`config.mk`:
```
export PLATFORM = sky130hd
export DESIGN_NAME = wumc_regs
export DESIGN_NICKNAME = d
export VERILOG_FILES = /design/src/wumc_pkg.sv /design/src/wumc_regs.sv /design/src/wumc_chan.sv
export SDC_FILE = /design/constraint.sdc
export NUM_CORES = 1
export LEC_CHECK = 0
export BUFFER_PORTS_ARGS = -buffer_cell sky130_fd_sc_hd__buf_2
export CAP_MARGIN = 20
export CORE_MARGIN = 1
export CORE_UTILIZATION = 45
export CTS_CLUSTER_SIZE = 8
export DETAILED_ROUTE_END_ITERATION = 6
export GPL_TIMING_DRIVEN = 0
export PLACE_DENSITY = 0.63
export SLEW_MARGIN = 20
export SYNTH_ARGS = -nofsm -noshare
export SYNTH_HDL_FRONTEND = slang
export SYNTH_HIERARCHICAL = 1
export SYNTH_SLANG_ARGS = --single-unit
```
`constraint.sdc`:
```
create_clock -name sys_clk -period 12.8 [get_ports sys_clk]
set_clock_uncertainty 0.1 [all_clocks]
set_input_delay 2.56 -clock sys_clk [delete_from_list [all_inputs] [get_ports sys_clk]]
set_output_delay 2.56 -clock sys_clk [all_outputs]
set_load 0.005 [all_outputs]
```
`src/wumc_pkg.sv`:
```
// shared constants and helpers for the wake-up measurement compare registers
package wumc_pkg;

  ////////////////////////////////////////////////////////////////////////////
  // register offsets on the host serial port
  localparam logic [5:0] AMP_AVG_OFS   = 6'h34;
  localparam logic [5:0] AMP_RES_OFS   = 6'h35;
  localparam logic [5:0] PH_CFG_OFS    = 6'h36;
  localparam logic [5:0] PH_REF_OFS    = 6'h37;
  localparam logic [5:0] PH_AVG_OFS    = 6'h38;
  localparam logic [5:0] PH_RES_OFS    = 6'h39;
  localparam logic [5:0] RSVD_A_OFS    = 6'h3a;
  localparam logic [5:0] RSVD_B_OFS    = 6'h3b;
  localparam logic [5:0] RSVD_C_OFS    = 6'h3c;
  localparam logic [5:0] RSVD_D_OFS    = 6'h3d;

  ////////////////////////////////////////////////////////////////////////////
  // configuration field positions (same layout for both channels)
  localparam int THR_MSB    = 7;
  localparam int THR_LSB    = 4;
  localparam int INCL_BIT   = 3;
  localparam int WSEL_MSB   = 2;
  localparam int WSEL_LSB   = 1;
  localparam int USEAVG_BIT = 0;

  ////////////////////////////////////////////////////////////////////////////
  // values after reset or set-default, and fixed read values
  localparam logic [7:0] CFG_RST   = 8'h00;
  localparam logic [7:0] REF_RST   = 8'h00;
  localparam logic [7:0] DISP_RST  = 8'h00;
  localparam logic [7:0] RSVD_READ = 8'h00;
  localparam logic [7:0] UNMAPPED  = 8'h00;
  // weight code 00 means divide by 4, so shift = code + 2
  localparam logic [2:0] WEIGHT_SHIFT_BASE = 3'h2;

  ////////////////////////////////////////////////////////////////////////////
  // magnitude of the distance between a sample and its reference
  function automatic logic [7:0] abs_diff(input logic [7:0] a, input logic [7:0] b);
    return (a > b) ? 8'(a - b) : 8'(b - a);
  endfunction

  // one running-average step: avg + (meas - avg) / weight
  function automatic logic [7:0] avg_step(input logic [7:0] avg, input logic [7:0] meas,
                                          input logic [1:0] wsel);
    logic signed [8:0] d;
    logic signed [8:0] s;
    d = $signed({1'b0, meas}) - $signed({1'b0, avg});
    s = d >>> ({1'b0, wsel} + WEIGHT_SHIFT_BASE);
    // result lies between avg and meas, so the 8-bit wrap is exact
    return 8'(avg + s[7:0]);
  endfunction

endpackage

```
`src/wumc_regs.sv`:
```
// wake-up measurement compare registers with amplitude and phase channels
// Function
// - display registers clear at reset and set-default
// - amplitude average readable at 34h
// - amplitude result readable at 35h, writes ignored
// - phase threshold in config bits 7:4
// - config bit 3 includes triggering sample
// - bits 2:1 pick weight 4,8,16,32
// - bit 0 picks average or fixed reference
// - phase fixed reference read-write at 37h
// - config and reference zero after defaults
// - phase average readable at 38h
// - phase result readable at 39h
// - 3Ah to 3Dh reserved, read only
// - timer expiry starts phase compare
// - timer expiry starts amplitude compare
`timescale 1ns/1ps
module wumc_regs (
  input  wire logic       sys_clk,
  input  wire logic       rst,
  input  wire logic       clk_en,
  input  wire logic [5:0] reg_addr,
  input  wire logic       reg_wr,
  input  wire logic [7:0] reg_wdata,
  input  wire logic       reg_rd,
  output logic [7:0]      reg_rdata,
  input  wire logic       set_default,
  input  wire logic       timer_expired,
  input  wire logic       wake_amp_en,
  input  wire logic       wake_phase_en,
  input  wire logic [7:0] amp_cfg,
  input  wire logic [7:0] amp_ref,
  input  wire logic       amp_meas_valid,
  input  wire logic [7:0] amp_meas_data,
  input  wire logic       phase_meas_valid,
  input  wire logic [7:0] phase_meas_data,
  output logic            amp_meas_start,
  output logic            phase_meas_start,
  output logic            amp_irq,
  output logic            phase_irq
);

  typedef struct packed {
    logic [7:0] phase_cfg;
    logic [7:0] phase_ref;
    logic [7:0] rdata;
  } wumc_regs_s;

  wumc_regs_s state;
  wumc_regs_s next_state;

  logic [7:0] amp_avg;
  logic [7:0] amp_res;
  logic [7:0] ph_avg;
  logic [7:0] ph_res;
  logic       amp_wait;
  logic       ph_wait;
  logic       amp_trig;
  logic       ph_trig;

  ////////////////////////////////////////////////////////////////////////////
  // wake-up triggers: a measurement runs only when its enable is set
  assign amp_trig = timer_expired && wake_amp_en;
  assign ph_trig  = timer_expired && wake_phase_en;

  ////////////////////////////////////////////////////////////////////////////
  // amplitude channel: its config and reference live outside this block
  wumc_chan u_amp (
    .sys_clk      (sys_clk),
    .rst          (rst),
    .clk_en       (clk_en),
    .clear        (set_default),
    .trigger      (amp_trig),
    .meas_valid   (amp_meas_valid),
    .meas_data    (amp_meas_data),
    .threshold    (amp_cfg[wumc_pkg::THR_MSB:wumc_pkg::THR_LSB]),
    .include_trig (amp_cfg[wumc_pkg::INCL_BIT]),
    .weight_sel   (amp_cfg[wumc_pkg::WSEL_MSB:wumc_pkg::WSEL_LSB]),
    .use_avg      (amp_cfg[wumc_pkg::USEAVG_BIT]),
    .fixed_ref    (amp_ref),
    .meas_start   (amp_meas_start),
    .waiting      (amp_wait),
    .irq          (amp_irq),
    .result       (amp_res),
    .average      (amp_avg)
  );

  // phase channel steered by the local config and reference registers
  wumc_chan u_phase (
    .sys_clk      (sys_clk),
    .rst          (rst),
    .clk_en       (clk_en),
    .clear        (set_default),
    .trigger      (ph_trig),
    .meas_valid   (phase_meas_valid),
    .meas_data    (phase_meas_data),
    .threshold    (state.phase_cfg[wumc_pkg::THR_MSB:wumc_pkg::THR_LSB]),
    .include_trig (state.phase_cfg[wumc_pkg::INCL_BIT]),
    .weight_sel   (state.phase_cfg[wumc_pkg::WSEL_MSB:wumc_pkg::WSEL_LSB]),
    .use_avg      (state.phase_cfg[wumc_pkg::USEAVG_BIT]),
    .fixed_ref    (state.phase_ref),
    .meas_start   (phase_meas_start),
    .waiting      (ph_wait),
    .irq          (phase_irq),
    .result       (ph_res),
    .average      (ph_avg)
  );

  ////////////////////////////////////////////////////////////////////////////
  // register writes and registered read data
  always_comb begin
    next_state = state;
    if (reg_wr) begin
      unique case (reg_addr)
        wumc_pkg::PH_CFG_OFS: next_state.phase_cfg = reg_wdata;
        wumc_pkg::PH_REF_OFS: next_state.phase_ref = reg_wdata;
        // display and reserved offsets are read only
        default:              next_state.phase_cfg = state.phase_cfg;
      endcase
    end
    // set-default wins over a write in the same cycle
    if (set_default) begin
      next_state.phase_cfg = wumc_pkg::CFG_RST;
      next_state.phase_ref = wumc_pkg::REF_RST;
    end
    // read data holds between reads so the serial shifter can take its time
    if (reg_rd) begin
      unique case (reg_addr)
        wumc_pkg::AMP_AVG_OFS: next_state.rdata = amp_avg;
        wumc_pkg::AMP_RES_OFS: next_state.rdata = amp_res;
        wumc_pkg::PH_CFG_OFS:  next_state.rdata = state.phase_cfg;
        wumc_pkg::PH_REF_OFS:  next_state.rdata = state.phase_ref;
        wumc_pkg::PH_AVG_OFS:  next_state.rdata = ph_avg;
        wumc_pkg::PH_RES_OFS:  next_state.rdata = ph_res;
        wumc_pkg::RSVD_A_OFS,
        wumc_pkg::RSVD_B_OFS,
        wumc_pkg::RSVD_C_OFS,
        wumc_pkg::RSVD_D_OFS:  next_state.rdata = wumc_pkg::RSVD_READ;
        default:               next_state.rdata = wumc_pkg::UNMAPPED;
      endcase
    end
  end

  // state register, frozen while clk_en is low
  always_ff @(posedge sys_clk) begin
    if (rst) begin
      state <= '0;
    end else if (clk_en) begin
      state <= next_state;
    end
  end

  assign reg_rdata = state.rdata;

  ////////////////////////////////////////////////////////////////////////////
  // checks: helper references seen by the phase and amplitude compares
  logic [7:0] ph_sel_ref;
  assign ph_sel_ref = state.phase_cfg[wumc_pkg::USEAVG_BIT] ? ph_avg : state.phase_ref;
  logic [7:0] amp_sel_ref;
  assign amp_sel_ref = amp_cfg[wumc_pkg::USEAVG_BIT] ? amp_avg : amp_ref;

  AST_DEFAULT_CLEARS: assert property (
    @(posedge sys_clk) disable iff (rst)
    clk_en && set_default |=> state.phase_cfg == 8'h00 && state.phase_ref == 8'h00
      && amp_avg == 8'h00 && amp_res == 8'h00 && ph_avg == 8'h00 && ph_res == 8'h00)
    else $error("set-default left a register non-zero");

  AST_AMP_AVG_READ: assert property (
    @(posedge sys_clk) disable iff (rst)
    clk_en && reg_rd && reg_addr == 6'h34 |=> reg_rdata == $past(amp_avg))
    else $error("amplitude average read wrong");

  AST_AMP_RES_RO: assert property (
    @(posedge sys_clk) disable iff (rst)
    clk_en && reg_wr && reg_addr == 6'h35 && !amp_meas_valid && !set_default
      |=> $stable(amp_res))
    else $error("write changed amplitude result");

  AST_AMP_RES_TAKE: assert property (
    @(posedge sys_clk) disable iff (rst)
    clk_en && amp_meas_valid && !set_default |=> amp_res == $past(amp_meas_data))
    else $error("amplitude result not captured");

  AST_PH_THRESHOLD: assert property (
    @(posedge sys_clk) disable iff (rst)
    clk_en && ph_wait && phase_meas_valid && !set_default
      |=> phase_irq == (wumc_pkg::abs_diff($past(phase_meas_data), $past(ph_sel_ref))
                        > {4'h0, $past(state.phase_cfg[7:4])}))
    else $error("phase interrupt disagrees with threshold");

  AST_PH_EXCLUDE: assert property (
    @(posedge sys_clk) disable iff (rst)
    clk_en && ph_wait && phase_meas_valid && !set_default && !state.phase_cfg[3]
      && wumc_pkg::abs_diff(phase_meas_data, ph_sel_ref) > {4'h0, state.phase_cfg[7:4]}
      |=> $stable(ph_avg))
    else $error("excluded sample entered the average");

  AST_PH_AVG_STEP: assert property (
    @(posedge sys_clk) disable iff (rst)
    clk_en && ph_wait && phase_meas_valid && !set_default
      && (state.phase_cfg[3]
          || wumc_pkg::abs_diff(phase_meas_data, ph_sel_ref) <= {4'h0, state.phase_cfg[7:4]})
      |=> ph_avg == wumc_pkg::avg_step($past(ph_avg), $past(phase_meas_data),
                                       $past(state.phase_cfg[2:1])))
    else $error("phase average step wrong");

  AST_REF_WRITE: assert property (
    @(posedge sys_clk) disable iff (rst)
    clk_en && reg_wr && reg_addr == 6'h37 && !set_default
      ##1 clk_en && reg_rd && reg_addr == 6'h37 && !reg_wr && !set_default
      |=> reg_rdata == $past(reg_wdata, 2))
    else $error("phase reference did not read back");

  AST_PH_AVG_READ: assert property (
    @(posedge sys_clk) disable iff (rst)
    clk_en && reg_rd && reg_addr == 6'h38 |=> reg_rdata == $past(ph_avg))
    else $error("phase average read wrong");

  AST_PH_RES: assert property (
    @(posedge sys_clk) disable iff (rst)
    clk_en && phase_meas_valid && !set_default ##1 clk_en && reg_rd && reg_addr == 6'h39
      && !phase_meas_valid && !set_default |=> reg_rdata == $past(phase_meas_data, 2))
    else $error("phase result read wrong");

  AST_RSVD_READ: assert property (
    @(posedge sys_clk) disable iff (rst)
    clk_en && reg_rd && reg_addr inside {[6'h3a:6'h3d]} |=> reg_rdata == 8'h00)
    else $error("reserved location read non-zero");

  AST_PH_START: assert property (
    @(posedge sys_clk) disable iff (rst)
    clk_en && timer_expired && wake_phase_en && !set_default |=> phase_meas_start && ph_wait)
    else $error("phase measurement not started");

  AST_AMP_START: assert property (
    @(posedge sys_clk) disable iff (rst)
    clk_en && timer_expired && wake_amp_en && !set_default |=> amp_meas_start && amp_wait)
    else $error("amplitude measurement not started");

  AST_NO_SPURIOUS_START: assert property (
    @(posedge sys_clk) disable iff (rst)
    clk_en && !(timer_expired && wake_phase_en) |=> !phase_meas_start)
    else $error("phase start without timer expiry");

  AST_AMP_THRESHOLD: assert property (
    @(posedge sys_clk) disable iff (rst)
    clk_en && amp_wait && amp_meas_valid && !set_default
      |=> amp_irq == (wumc_pkg::abs_diff($past(amp_meas_data), $past(amp_sel_ref))
                      > {4'h0, $past(amp_cfg[7:4])}))
    else $error("amplitude interrupt disagrees with threshold");

  AST_AMP_EXCLUDE: assert property (
    @(posedge sys_clk) disable iff (rst)
    clk_en && amp_wait && amp_meas_valid && !set_default && !amp_cfg[3]
      && wumc_pkg::abs_diff(amp_meas_data, amp_sel_ref) > {4'h0, amp_cfg[7:4]}
      |=> $stable(amp_avg))
    else $error("excluded amplitude sample entered the average");

  AST_AMP_AVG_BOUND: assert property (
    @(posedge sys_clk) disable iff (rst)
    clk_en && amp_wait && amp_meas_valid && !set_default
      |=> ($past(amp_meas_data) >= $past(amp_avg))
          ? (amp_avg >= $past(amp_avg) && amp_avg <= $past(amp_meas_data))
          : (amp_avg <= $past(amp_avg) && amp_avg >= $past(amp_meas_data)))
    else $error("amplitude average left the span of old value and sample");

  AST_PH_AVG_BOUND: assert property (
    @(posedge sys_clk) disable iff (rst)
    clk_en && ph_wait && phase_meas_valid && !set_default
      |=> ($past(phase_meas_data) >= $past(ph_avg))
          ? (ph_avg >= $past(ph_avg) && ph_avg <= $past(phase_meas_data))
          : (ph_avg <= $past(ph_avg) && ph_avg >= $past(phase_meas_data)))
    else $error("phase average left the span of old value and sample");

  AST_PH_IRQ_PENDING: assert property (
    @(posedge sys_clk) disable iff (rst)
    clk_en && !(ph_wait && phase_meas_valid) |=> !phase_irq)
    else $error("phase interrupt without a requested sample");

  AST_AMP_IRQ_PENDING: assert property (
    @(posedge sys_clk) disable iff (rst)
    clk_en && !(amp_wait && amp_meas_valid) |=> !amp_irq)
    else $error("amplitude interrupt without a requested sample");

  AST_PH_AVG_HOLD: assert property (
    @(posedge sys_clk) disable iff (rst)
    clk_en && !(ph_wait && phase_meas_valid) && !set_default |=> $stable(ph_avg))
    else $error("phase average moved without a counted sample");

  AST_AMP_AVG_HOLD: assert property (
    @(posedge sys_clk) disable iff (rst)
    clk_en && !(amp_wait && amp_meas_valid) && !set_default |=> $stable(amp_avg))
    else $error("amplitude average moved without a counted sample");

  AST_PH_RES_HOLD: assert property (
    @(posedge sys_clk) disable iff (rst)
    clk_en && !phase_meas_valid && !set_default |=> $stable(ph_res))
    else $error("phase result moved without a sample");

  AST_CFG_READ: assert property (
    @(posedge sys_clk) disable iff (rst)
    clk_en && reg_rd && reg_addr == 6'h36 |=> reg_rdata == $past(state.phase_cfg))
    else $error("phase config read wrong");

  AST_REF_READ: assert property (
    @(posedge sys_clk) disable iff (rst)
    clk_en && reg_rd && reg_addr == 6'h37 |=> reg_rdata == $past(state.phase_ref))
    else $error("phase reference read wrong");

  AST_CFG_WRITE: assert property (
    @(posedge sys_clk) disable iff (rst)
    clk_en && reg_wr && reg_addr == 6'h36 && !set_default
      |=> state.phase_cfg == $past(reg_wdata))
    else $error("phase config write did not land");

  AST_RO_WRITE_IGNORED: assert property (
    @(posedge sys_clk) disable iff (rst)
    clk_en && reg_wr && reg_addr != 6'h36 && reg_addr != 6'h37 && !set_default
      |=> $stable(state.phase_cfg) && $stable(state.phase_ref))
    else $error("write to a read-only offset changed a register");

  AST_RDATA_HOLD: assert property (
    @(posedge sys_clk) disable iff (rst)
    !(clk_en && reg_rd) |=> $stable(reg_rdata))
    else $error("read data changed without a read");

  AST_FREEZE: assert property (
    @(posedge sys_clk) disable iff (rst)
    !clk_en |=> $stable(state) && $stable(amp_res) && $stable(amp_avg)
      && $stable(ph_res) && $stable(ph_avg) && $stable(amp_wait) && $stable(ph_wait))
    else $error("state moved while the clock enable was low");

  AST_ABORT_PENDING: assert property (
    @(posedge sys_clk) disable iff (rst)
    clk_en && set_default
      |=> !ph_wait && !amp_wait && !phase_meas_start && !amp_meas_start && !phase_irq)
    else $error("set-default left a measurement pending");

  AST_PH_PENDING_DONE: assert property (
    @(posedge sys_clk) disable iff (rst)
    clk_en && ph_wait && phase_meas_valid && !ph_trig && !set_default
      |=> !ph_wait && !phase_meas_start)
    else $error("phase compare stayed pending after its sample");

  AST_UNMAPPED_READ: assert property (
    @(posedge sys_clk) disable iff (rst)
    clk_en && reg_rd && (reg_addr < 6'h34 || reg_addr > 6'h3d) |=> reg_rdata == 8'h00)
    else $error("unmapped location read non-zero");

endmodule // wumc_regs

```
`src/wumc_chan.sv`:
```
// one wake-up measurement channel: compare, running average, display values
`timescale 1ns/1ps
module wumc_chan (
  input  wire logic       sys_clk,
  input  wire logic       rst,
  input  wire logic       clk_en,
  input  wire logic       clear,
  input  wire logic       trigger,
  input  wire logic       meas_valid,
  input  wire logic [7:0] meas_data,
  input  wire logic [3:0] threshold,
  input  wire logic       include_trig,
  input  wire logic [1:0] weight_sel,
  input  wire logic       use_avg,
  input  wire logic [7:0] fixed_ref,
  output logic            meas_start,
  output logic            waiting,
  output logic            irq,
  output logic [7:0]      result,
  output logic [7:0]      average
);

  typedef struct packed {
    logic       pending;
    logic       start;
    logic       irq;
    logic [7:0] result;
    logic [7:0] average;
  } wumc_chan_s;

  wumc_chan_s state;
  wumc_chan_s next_state;
  logic [7:0] ref_val;
  logic       over;

  ////////////////////////////////////////////////////////////////////////////
  // next state: clear beats everything, then trigger, then evaluation
  always_comb begin
    next_state       = state;
    next_state.start = 1'b0;
    next_state.irq   = 1'b0;
    ref_val = use_avg ? state.average : fixed_ref;
    // either direction of drift counts
    over = wumc_pkg::abs_diff(meas_data, ref_val) > {4'h0, threshold};
    if (meas_valid) begin
      next_state.result = meas_data;
    end
    // only a sample asked for by the wake-up timer is compared and averaged
    if (state.pending && meas_valid) begin
      next_state.pending = 1'b0;
      next_state.irq     = over;
      if (!over || include_trig) begin
        next_state.average = wumc_pkg::avg_step(state.average, meas_data, weight_sel);
      end
    end
    if (trigger) begin
      next_state.pending = 1'b1;
      next_state.start   = 1'b1;
    end
    // set-default aborts a pending compare too
    if (clear) begin
      next_state.pending = 1'b0;
      next_state.start   = 1'b0;
      next_state.irq     = 1'b0;
      next_state.result  = wumc_pkg::DISP_RST;
      next_state.average = wumc_pkg::DISP_RST;
    end
  end

  // state register, frozen while clk_en is low
  always_ff @(posedge sys_clk) begin
    if (rst) begin
      state <= '0;
    end else if (clk_en) begin
      state <= next_state;
    end
  end

  assign meas_start = state.start;
  assign waiting    = state.pending;
  assign irq        = state.irq;
  assign result     = state.result;
  assign average    = state.average;

endmodule // wumc_chan

```
Word level (Yosys, flattened, before mapping):

Cells that the tools add are included.
Widths: inputs -> output; s select.

* word-level logic and storage cells: 86
* register bits: 62
* input bits: 57

* magnitude comparators: 4
* shift operators: 2
* reduce and logical (&&, ||, !) cells: 28
* equal/unequal tests: 6
* muxes and demuxes: 23
* add/subtract/negate cells: 10

Operators by type and width (number)
* $mux 8: 12
* $pmux 8 s6: 1
* $mux 19: 2
* $eq 6x6->1 const B: 6
* $mux 16: 2
* $sub 8x8->8: 4
* $reduce_bool 2->1: 9
* $sshr 9x3->8: 2
* $sub 8x8->9: 2
* $add 8x8->8: 2
* $gt 8x4->1: 2
* $gt 8x8->1: 2
* $reduce_and 3->1: 4
* $reduce_and 2->1: 5
* $add 2x2->3 const B: 2
* $reduce_bool 3->1: 2
* $logic_and 1x1->1: 4
* $mux 1: 4
* $mux 2: 2
* $logic_not 1->1: 2
* $logic_or 1x1->1: 2

Depth between registers and ports, before layout:

Gate-level depths: netlist (run 1).

* depth after elaboration: 9
* depth in mapped cells: 23
* mapped depth without buffers: 21

Cells and area by module:

The synthesis (run 1) kept the hierarchy.

By module, submodules not included
* wumc_chan (u_amp): times used 1, cells each 314, area each 2486.1 um^2
* wumc_chan (u_phase): times used 1, cells each 286, area each 2328.5 um^2
* wumc_regs: times used 1, cells each 133, area each 1353.8 um^2

Worst setup path before layout (run 1):

No wires, ideal clock.

* path type: input port to flip-flop
* from: input amp_cfg[0]
* to: register u_amp.state, in the netlist u_amp/average[1]
* path buffers: 2
* data required time: 12583 ps
* slack: 6196 ps
* library setup time: 117 ps
* stages: 22
* data arrival time: 6387 ps
* cell sequence: clkbuf_1 mux2i_1 inv_1 ha_1 inv_1 fa_1 a21o_1 a211o_1 o2111ai_1 nand2_2 a31o_2 xnor2_1 ha_1 and2_1 o21ai_0 a32o_1 nand3_1 a2111oi_4 o41ai_2 nor2b_4 buf_6 a22o_1

* word-level cells in the longest chain between the ends: 8
* elaborated cells on any way between the ends: 10

RTL lines
* start, declared: line wumc_regs.sv:31 `input wire logic [7:0] amp_cfg,`
* $mux 8 *: line wumc_chan.sv:42 `ref_val = use_avg ? state.average : fixed_ref;`
* $sub 8x8->8 / $gt 8x8->1 (equally long branches): line wumc_pkg.sv:39 `return (a > b) ? 8'(a - b) : 8'(b - a);`
* $mux 8 *: line wumc_pkg.sv:39
* $gt 8x4->1 *: line wumc_chan.sv:44 `over = wumc_pkg::abs_diff(meas_data, ref_val) > {4'h0, threshold};`
* $logic_not 1->1 *: line wumc_chan.sv:52 `if (!over || include_trig) begin`
* $logic_or 1x1->1 *: line wumc_chan.sv:52
* $reduce_bool 2->1 (no source line) *
* $reduce_and 3->1 (no source line) *
* end signal, assigned: line wumc_chan.sv:75 `state <= next_state;`
* end, declared: line wumc_chan.sv:31 `wumc_chan_s state;`

Mark *: on every way between the ends. The rest lies on a longest branch, timed or not.
A chain may end at the register's enable or synchronous reset.

Worst setup path in the final report (run 1):

* from: input amp_cfg[0]
* to: register u_amp.state, in the netlist u_amp/average[3]

Same word-level chain as after synthesis.

==> impl_metrics.toml, run 1 <==
[synth]
synth_top_area_share_pct = 20.1
synth_top_cell_by_area = "dfxtp_1"
syn_nets = 862
syn_avg_cell_area_um2 = 8.42
netlist_instances = 733
ys_warn_count = 6
synth_cell_types = 90
syn_area_um2 = 6170
synthFlopType = "dfxtp_1"
seq_area_frac_synth_pct = 20.1
synthTopCellsByArea = "dfxtp_1, ha_1, mux2i_1"
synth_seq_cells = 62
synthArstFlopShare_pct = 0
synth_edf_count = 0

[setup_path]
cpPeakStageDelay_ns = 0.44
cp_data_arrival_time_ns = 6.97
end_kind = "register"
cp_max_fo = 8
path_class = "input port to register"
worstPathRequired_ns = 12.92
crit_slowest_cell = "a2111oi_4"
path_cells = "clkbuf_1 -> mux2i_1 -> inv_1 -> ha_1 -> inv_1 -> fa_1 -> a21o_1 -> a211o_1 -> o2111ai_1 -> nand2_2 -> a31o_2 -> xnor2_1 -> ha_1 -> and2_1 -> o21ai_0 -> a32o_1 -> nand3_1 -> a2111oi_4 -> o41ai_2 -> nor2b_4 -> buf_6 -> a22o_1"
critPathLaunchType = "input port"

[placement]
place_congestion = 0.875
dp_hpwl_um = 14300
place_ws_ns = 5.63
placed_cell_area_um2 = 6710
dpl.cell_count = 974
io_buffers = 65

[timing]
setup-tns-final_ns = 0
worst_pin_slew_ns = 0.864
post-route-min-period_ns = 6.85
hold_violations = 0
drv_slew = 0
report.final.setup_viol = 0
fin_ws_ns = 5.95
max-slew-margin-rel_pct = 42.2
fmax_mhz = 146
fin_crit_sh_pct = 53.5
grt_setup_unrepaired = "no"

[pwr]
p_leak_nw = 3.01
pwr_density_cell_nw_per_um2 = 81.8
power_uw = 571
irDropWorstVdd_mv = 0.0643

[global_route]
grt_overflow = 0
grt_pass1_vias = 5532
grt_pass1_wl_um = 28600
grt_antenna_before_repair = 0
grtUsageTotal_pct = 25.4
grt_start_max_net_pins = 18

[clock_network]
cts_max_path_buffers = 2
cts_hold_buf = 0
post_cts_buffers = 0
cts_tree = "yes"
cts-buffers-inserted = 9
ctsResizeCount = 0
clkTransAtPathRegs_ns = 0.05
root_buffer = "clkbuf_16"
ctsHtreeMaxLevel = 3
clkSinkCount = 62
insertion_delay_ns = 0.33

[floorplan]
fp.dieH_um = 119
die_area_um2 = 14200
rows = 42
initial_utilization_pct = 46.4
io_pins = 69
coreArea_um2 = 13300
die_width_um = 119

[routing]
wl_um = 17900
vias = 5893
ant_nets = 0
vias_per_cell = 5.95
first_iter_violations = 516
post_drt_wl_per_cell_um = 18.1
dr.pass1.iters = 6
drc = 0

[job]
maxCapViolCount = 0

[final_layout]
final_net_count = 938
drive_gt1_share_pct = 17.7
final_common_cell = "buf_2"
post-route-cell-area_um2 = 6980
finalNonFillerCells = 990
area_delta_synth_final_pct = 13.2
final_cell_mix = "buf_2, inv_1, ha_1"
num-fill-cells = 1303
n_antenna_cell = 0

[worst_hold_path]
worstHoldPathType = "register to register"

[run_status]
run_status = "finished, final reports clean"
## synthesized netlist by cell type (all sizes together) (7+ instances only)
library cell	n
a21o	11
a22oi	17
a211oi	23
o21ai	31
nand2	37
dfxtp	62
xnor2	14
inv	70
clkbuf	12
a32oi	8
nor2b	14
a21oi	51
and2	9
nand2b	15
a22o	22
mux2i	31
nor2	55
nand4	7
nor3	24
buf	24
o21a	7
ha	66
## logic make-up (layout without fill, tap and decap cells)
family / after synthesis / in the layout / synth area share, %
adder cells (fa/ha/maj): 72 / 72 / 15.3
multiplexers: 41 / 41 / 7.95
AND/OR/NAND/NOR: 202 / 202 / 18.4
AO/OA/AOI/OAI: 231 / 231 / 27.9
buffers and inverters: 106 / 187 / 7.65
XOR/XNOR: 19 / 19 / 2.70
flip-flops: 62 / 62 / 20.1
## flip-flops by register name, indices dropped and copies added, names as in the netlist
name and flops:
u_amp/waiting 1, u_amp/meas_start 1, u_phase/waiting 1, u_phase/result 8, u_phase/irq 1, u_amp/result 8
u_amp/average 8, u_amp/irq 1, reg_rdata 8, u_phase/average 8, u_phase/meas_start 1, state 16
## worst paths after layout
check,from,end,slack (ns),depth (start not counted)
hold / removal,u_phase/meas_start,u_phase/meas_start,0.39,2
setup reg to reg,state[16],u_phase/average[1],7.78,20
hold reg to reg,u_phase/meas_start,u_phase/meas_start,0.39,2
setup / recovery,amp_cfg[0],u_amp/average[3],5.95,22
## layout make-up
class / instances / area (um^2) / area share [%]
tap: 176 / 220 / 3.15
inverter: 70 / 263 / 3.76
multi-input combinational: 565 / 4460 / 63.8
buffer: 36 / 209 / 2.99
sequential: 62 / 1240 / 17.8
clock buffer: 12 / 246 / 3.53
clock inverter: 4 / 22.5 / 0.323
timing repair buffer: 65 / 325 / 4.66
## report_power, final
part | switching (mW) | total (mW) | leakage, nW | internal, mW
clock | 0.0849 | 0.220 | 0.132 | 0.135
sequential | 0.00132 | 0.196 | 0.500 | 0.195
combinational | 0.0909 | 0.155 | 2.38 | 0.0637
total | 0.177 | 0.571 | 3.01 | 0.394
## per-stage QoR
stage	utilization, %	hold slack (ns)
after floorplan	-	0.350
after global placement	50.5	0.364
after detailed placement	50.5	0.377
after CTS	52.5	0.384
after global routing	52.5	0.407
final	52.5	0.385
## critical path: cells and delay by family
family          cells  cell delay, ns
buf+inv             4            0.70
simple gates        4            0.60
mux                 1            0.19
xor+xnor            1            0.12
compound gates      9            1.97
fa+ha+maj           3            0.83
## layer usage
| layer | wire (um) | global-route usage [%] | vias to the layer above |
|---|---|---|---|
| met5 | 0 | 0 | - |
| met4 | 344 | 7.99 | 0 |
| met3 | 812 | 3.16 | 29 |
| met2 | 7990 | 39.2 | 163 |
| met1 | 8780 | 36.6 | 2834 |
| li1 | - | - | 2867 |
Note: power is estimated with default switching activity, not from simulation.
==> inputs of run 2 (changes only) <==
--- a/config.mk
+++ b/config.mk
@@ -12,7 +12,7 @@
 export CTS_CLUSTER_SIZE = 8
 export DETAILED_ROUTE_END_ITERATION = 6
 export GPL_TIMING_DRIVEN = 0
-export PLACE_DENSITY = 0.63
+export PLACE_DENSITY = 0.65
 export SLEW_MARGIN = 20
 export SYNTH_ARGS = -nofsm -noshare
 export SYNTH_HDL_FRONTEND = slang
==> constraint.sdc (replaced) <==
create_clock -name sys_clk -period 6 [get_ports sys_clk]
set_clock_uncertainty 0.1 [all_clocks]
set_input_delay 1.2 -clock sys_clk [delete_from_list [all_inputs] [get_ports sys_clk]]
set_output_delay 1.2 -clock sys_clk [all_outputs]
set_load 0.005 [all_outputs]
==> run 2 against run 1 <==
  * Worst setup slack worse by 5.4 ns
  * Cell count unchanged
  * Non-clock buffer count unchanged
==> impl_metrics.toml, run 2 (synthesized netlist as in run 1, its figures left out) <==
[setup_path]
path_class = "input port to register"
crit_family = "compound AO/OA/AOI/OAI gates"
cp_max_fo = 8
path_cells = "clkbuf_1 -> mux2i_1 -> inv_1 -> ha_1 -> inv_1 -> fa_1 -> a21o_1 -> a211o_1 -> o2111ai_1 -> nand2_2 -> nor2_1 -> a31o_2 -> xnor2_1 -> ha_1 -> and2_1 -> o21ai_0 -> a32o_1 -> nand3_1 -> a2111oi_4 -> o41ai_2 -> nor2b_4 -> buf_6 -> a22o_1"
worstPathRequired_ns = 6.12
rr_worst_depth = 20
r2r_end = "u_phase/average[2]"
rr_startpoint = "state[16]"
rrSetupSlack_ns = 0.97
crit_slowest_cell = "clkbuf_1"
end_kind = "register"
cpPeakStageDelay_ns = 0.43
cp_data_arrival_time_ns = 5.58
critPathLaunchType = "input port"
critPathBufInv = 4

[final_layout]
post-route-cell-area_um2 = 7010
top_register = "state"
multi_input_area_um2 = 4460
num-fill-cells = 1282
area_delta_synth_final_pct = 13.6
final_common_cell = "buf_2"
final_cell_mix = "buf_2, inv_1, ha_1"
largest_reg_flops = 16
seq_area_um2 = 1240
drive_gt1_share_pct = 17.8
n_antenna_cell = 0
final_net_count = 938

[routing]
dr.pass1.iters = 5
first_iter_violations = 667
wl_um = 17600
wl_met3_um = 1020
dr_wl_met2_um = 7700
vias = 5953
vias_per_cell = 6.01
drc = 0
ant_nets = 0
top_layer = "met4"
post_drt_wl_per_cell_um = 17.8
wl_met1_um = 8570

[clock_network]
clkSinkCount = 62
ctsResizeCount = 0
cts_hold_buf = 0
insertion_delay_ns = 0.33
ctsHtreeMaxLevel = 3
cts-buffers-inserted = 9
post_cts_buffers = 0
root_buffer = "clkbuf_16"
clkTransAtPathRegs_ns = 0.05
cts_tree = "yes"
cts_max_path_buffers = 2

[floorplan]
io_pins = 69
initial_utilization_pct = 46.4
coreArea_um2 = 13300
die_width_um = 119
rows = 42
die_area_um2 = 14200
fp.dieH_um = 119

[worst_hold_path]
hold_depth = 2
holdPathEnd = "u_phase/meas_start"
worstHoldPathType = "register to register"
min_from = "u_phase/meas_start"

[job]
maxCapViolCount = 0

[timing]
fmax_mhz = 183
fin_crit_sh_pct = 91.1
grt_setup_unrepaired = "no"
post-route-min-period_ns = 5.47
drv_slew = 0
setup-tns-final_ns = 0
worst_pin_slew_ns = 0.928
report.final.setup_viol = 0
hold_violations = 0
max-slew-margin-rel_pct = 37.9

[placement]
dp_hpwl_um = 13900
io_buffers = 65
placed_cell_area_um2 = 6710
place_congestion = 0.853

[global_route]
grt_antenna_before_repair = 0
grt_pass1_wl_um = 28800
grt_overflow = 0
grt_pass1_vias = 5594
grt_start_max_net_pins = 18
grtUsageTotal_pct = 25.4

[pwr]
irDropWorstVdd_mv = 0.131
switching_share_pct = 30.4
pwr_density_cell_nw_per_um2 = 179
power_frac_seq_pct = 33.4
clkPwrFrac_pct = 40.3
p_switching_uw = 381
p_int_uw = 872
comb_power_share_pct = 26.2
p_leak_nw = 3.02

[run_status]
run_status = "finished, final reports clean"
-- run 2: metal layers --
metal	global-route usage, %	vias to the layer above
li1	-	2867
met1	37.4	2853
met2	38.1	208
met3	3.40	25
met4	7.67	0
met5	0	-
-- run 2: per-stage QoR --
step	instances	power (mW)	setup slack, ns	hold WS [ns]	util [%]
after floorplan	733	0.660	0.756	0.350	-
after global placement	974	0.740	0.272	0.359	50.5
after detailed placement	974	0.751	0.190	0.366	50.5
after CTS	990	1.26	0.527	0.377	52.7
after global routing	990	1.32	0.202	0.397	52.7
final	990	1.25	0.534	0.379	52.7
-- run 2: how the worst max path moves through the flow --
stage	from	end	slack, ns	depth (start not counted)
2_1_floorplan	amp_cfg[0]	u_amp/average[1]	0.76	22
3_3_place_gp	amp_cfg[0]	u_amp/average[5]	0.27	22
3_5_place_dp	amp_cfg[0]	u_amp/average[5]	0.19	22
4_1_cts	amp_cfg[0]	u_amp/average[5]	0.53	22
5_1_grt	amp_cfg[0]	u_amp/average[1]	0.20	23
6_report	amp_cfg[0]	u_amp/average[0]	0.53	23
-- run 2: power by group through the flow --
stage | registers, mW | clock network, mW | logic [mW]
6_report | 0.419 | 0.506 | 0.329
5_1_grt | 0.419 | 0.532 | 0.365
4_1_cts | 0.419 | 0.513 | 0.326
3_5_place_dp | 0.427 | 0 | 0.323
3_3_place_gp | 0.427 | 0 | 0.312
2_1_floorplan | 0.426 | 0 | 0.233
-- run 2: worst register-to-register path, delay by kind of cell (launching register included) --
family | cells | cell delay [ns]
AO/OA/AOI/OAI | 7 | 1.20
adder cells (fa/ha/maj) | 3 | 0.72
buffers and inverters | 3 | 0.61
flip-flops | 1 | 0.35
multiplexers | 2 | 0.78
AND/OR/NAND/NOR | 5 | 1.20
-- run 2: cell type report --
cell class                 count  area share [%]
multi-input combinational    565            63.6
tap                          176            3.14
clock inverter                 6           0.893
inverter                      70            3.75
clock buffer                  10            3.27
timing repair buffer          65            4.64
sequential                    62            17.7
buffer                        36            2.98
==> inputs of run 3 (changes only) <==
--- a/config.mk
+++ b/config.mk
@@ -7,12 +7,13 @@
 export LEC_CHECK = 0
 export BUFFER_PORTS_ARGS = -buffer_cell sky130_fd_sc_hd__buf_2
 export CAP_MARGIN = 20
+export CORE_ASPECT_RATIO = 1.2
 export CORE_MARGIN = 1
-export CORE_UTILIZATION = 45
+export CORE_UTILIZATION = 55
 export CTS_CLUSTER_SIZE = 8
 export DETAILED_ROUTE_END_ITERATION = 6
 export GPL_TIMING_DRIVEN = 0
-export PLACE_DENSITY = 0.65
+export PLACE_DENSITY = 0.78
 export SLEW_MARGIN = 20
 export SYNTH_ARGS = -nofsm -noshare
 export SYNTH_HDL_FRONTEND = slang
==> run 3 against run 2 <==
  * Cell count decreased by 4.4%
  * Die area decreased by 18%
  * Worst setup slack got worse by 0.050 ns
  * Critical path depth decreased by 1
  * Via count increased by 1.7%
  * Critical endpoint is now u_amp/average[3]
  * Global-route usage increased by 4.8 points
  * Combinational power about the same
  * Sequential share of layout area increased by 0.11 points
  * Largest power group unchanged
  * Highest routed layer unchanged
  * Routed wire length decreased by 1.6%
  * Hold slack got worse by 0.013 ns
  * Design area decreased by 0.64%
==> impl_metrics.toml, run 3 (synthesized netlist as in run 1, its figures left out) <==
[setup_path]
end_kind = "register"
worstPathRequired_ns = 6.12
critPathLaunchType = "input port"
cp_max_fo = 8
path_class = "input port to register"
cp_data_arrival_time_ns = 5.63
rr_worst_depth = 20

[clock_network]
root_buffer = "clkbuf_16"
cts_hold_buf = 0
ctsHtreeMaxLevel = 3
cts_tree = "yes"
ctsResizeCount = 0
post_cts_buffers = 0
cts_max_path_buffers = 2
cts-buffers-inserted = 9
insertion_delay_ns = 0.33
clkTransAtPathRegs_ns = 0.05
clkSinkCount = 62

[floorplan]
initial_utilization_pct = 56.2
die_width_um = 98.7
coreArea_um2 = 11000
fp.dieH_um = 118
io_pins = 69
die_area_um2 = 11600
rows = 42

[placement]
dp_hpwl_um = 13700
place_congestion = 0.919
io_buffers = 65
placed_cell_area_um2 = 6660

[timing]
fin_hold_ws_ns = 0.366
report.final.setup_viol = 0
hold_violations = 0
max-slew-margin-rel_pct = 40.9
fmax_mhz = 181
setup-tns-final_ns = 0
fin_crit_sh_pct = 91.9
grt_setup_unrepaired = "no"
drv_slew = 0
post-route-min-period_ns = 5.52
worst_pin_slew_ns = 0.884

[worst_hold_path]
hold_depth = 2
worstHoldPathType = "register to register"

[final_layout]
num-fill-cells = 954
top_register = "state"
drive_gt1_share_pct = 17.8
multi_input_area_um2 = 4460
final_net_count = 938
post-route-cell-area_um2 = 6960
n_antenna_cell = 0
seq_area_um2 = 1240
utilization_pct = 63.4
area_delta_synth_final_pct = 12.8
final_cell_mix = "buf_2, inv_1, ha_1"
final_common_cell = "buf_2"
largest_reg_flops = 16

[global_route]
grt_pass1_vias = 5927
grt_overflow = 0
grt_antenna_before_repair = 0
grtUsageTotal_pct = 30.2
grt_pass1_wl_um = 28000
grt_start_max_net_pins = 18

[routing]
vias_per_cell = 6.40
dr.pass1.iters = 6
post_drt_wl_per_cell_um = 18.3
drc = 0
vias = 6053
wl_um = 17300
first_iter_violations = 486
ant_nets = 0

[pwr]
p_leak_nw = 3.02
pwr_density_cell_nw_per_um2 = 182
irDropWorstVdd_mv = 0.150

[job]
maxCapViolCount = 0

[run_status]
run_status = "finished, final reports clean"
[run 3: final timing paths]
kind	startpoint	end	slack, ns
max reg2reg	state[16]	u_phase/average[3]	0.98
max	amp_cfg[0]	u_amp/average[3]	0.48
min reg2reg	u_amp/irq	u_amp/irq	0.37
min	u_amp/irq	u_amp/irq	0.37
[run 3: final cells by class]
cell class / count / area share (%)
Buffer: 36 / 3.00
Sequential cell: 62 / 17.8
Timing Repair Buffer: 65 / 4.67
Multi-Input combinational cell: 565 / 64.0
Inverter: 70 / 3.77
Clock inverter: 5 / 0.845
Clock buffer: 11 / 3.49
Tap cell: 132 / 2.37
[run 3: power by group]
part           leakage [nW]  internal [mW]  switching [mW]
clock network         0.142          0.332           0.183
registers             0.500          0.416         0.00255
logic                  2.38          0.136           0.193
total                  3.02          0.884           0.379
[run 3: worst max-delay path: stages]
cell and delay (ns):
clkbuf_1 0.42, mux2i_1 0.19, inv_1 0.09, ha_1 0.18
inv_1 0.06, fa_1 0.39, a21o_1 0.26, a211o_1 0.30
o2111ai_1 0.10, nand2_2 0.15, mux2i_1 0.27, xnor2_1 0.17
ha_1 0.25, and2_1 0.15, o21ai_0 0.09, a32o_1 0.20
nand3_1 0.14, a2111oi_4 0.38, o41ai_2 0.12, nor2b_4 0.15
buf_6 0.14, a22o_1 0.22
[run 3: stage by stage]
step	power, mW	setup slack (ns)	std cells
3_3_place_gp	0.735	0.337	930
2_1_floorplan	0.660	0.756	733
3_5_place_dp	0.749	0.196	930
4_1_cts	1.27	0.541	946
5_1_grt	1.32	0.215	946
6_report	1.26	0.485	946
[run 3: metal layers]
| layer | part of all wire, % | vias to the layer above | GRT usage [%] |
|---|---|---|---|
| li1 | - | 2873 | - |
| met1 | 39 | 2872 | 32.6 |
| met2 | 52 | 243 | 55.5 |
| met3 | 4.9 | 65 | 4.04 |
| met4 | 4.7 | 0 | 17.5 |
| met5 | 0 | - | 0 |
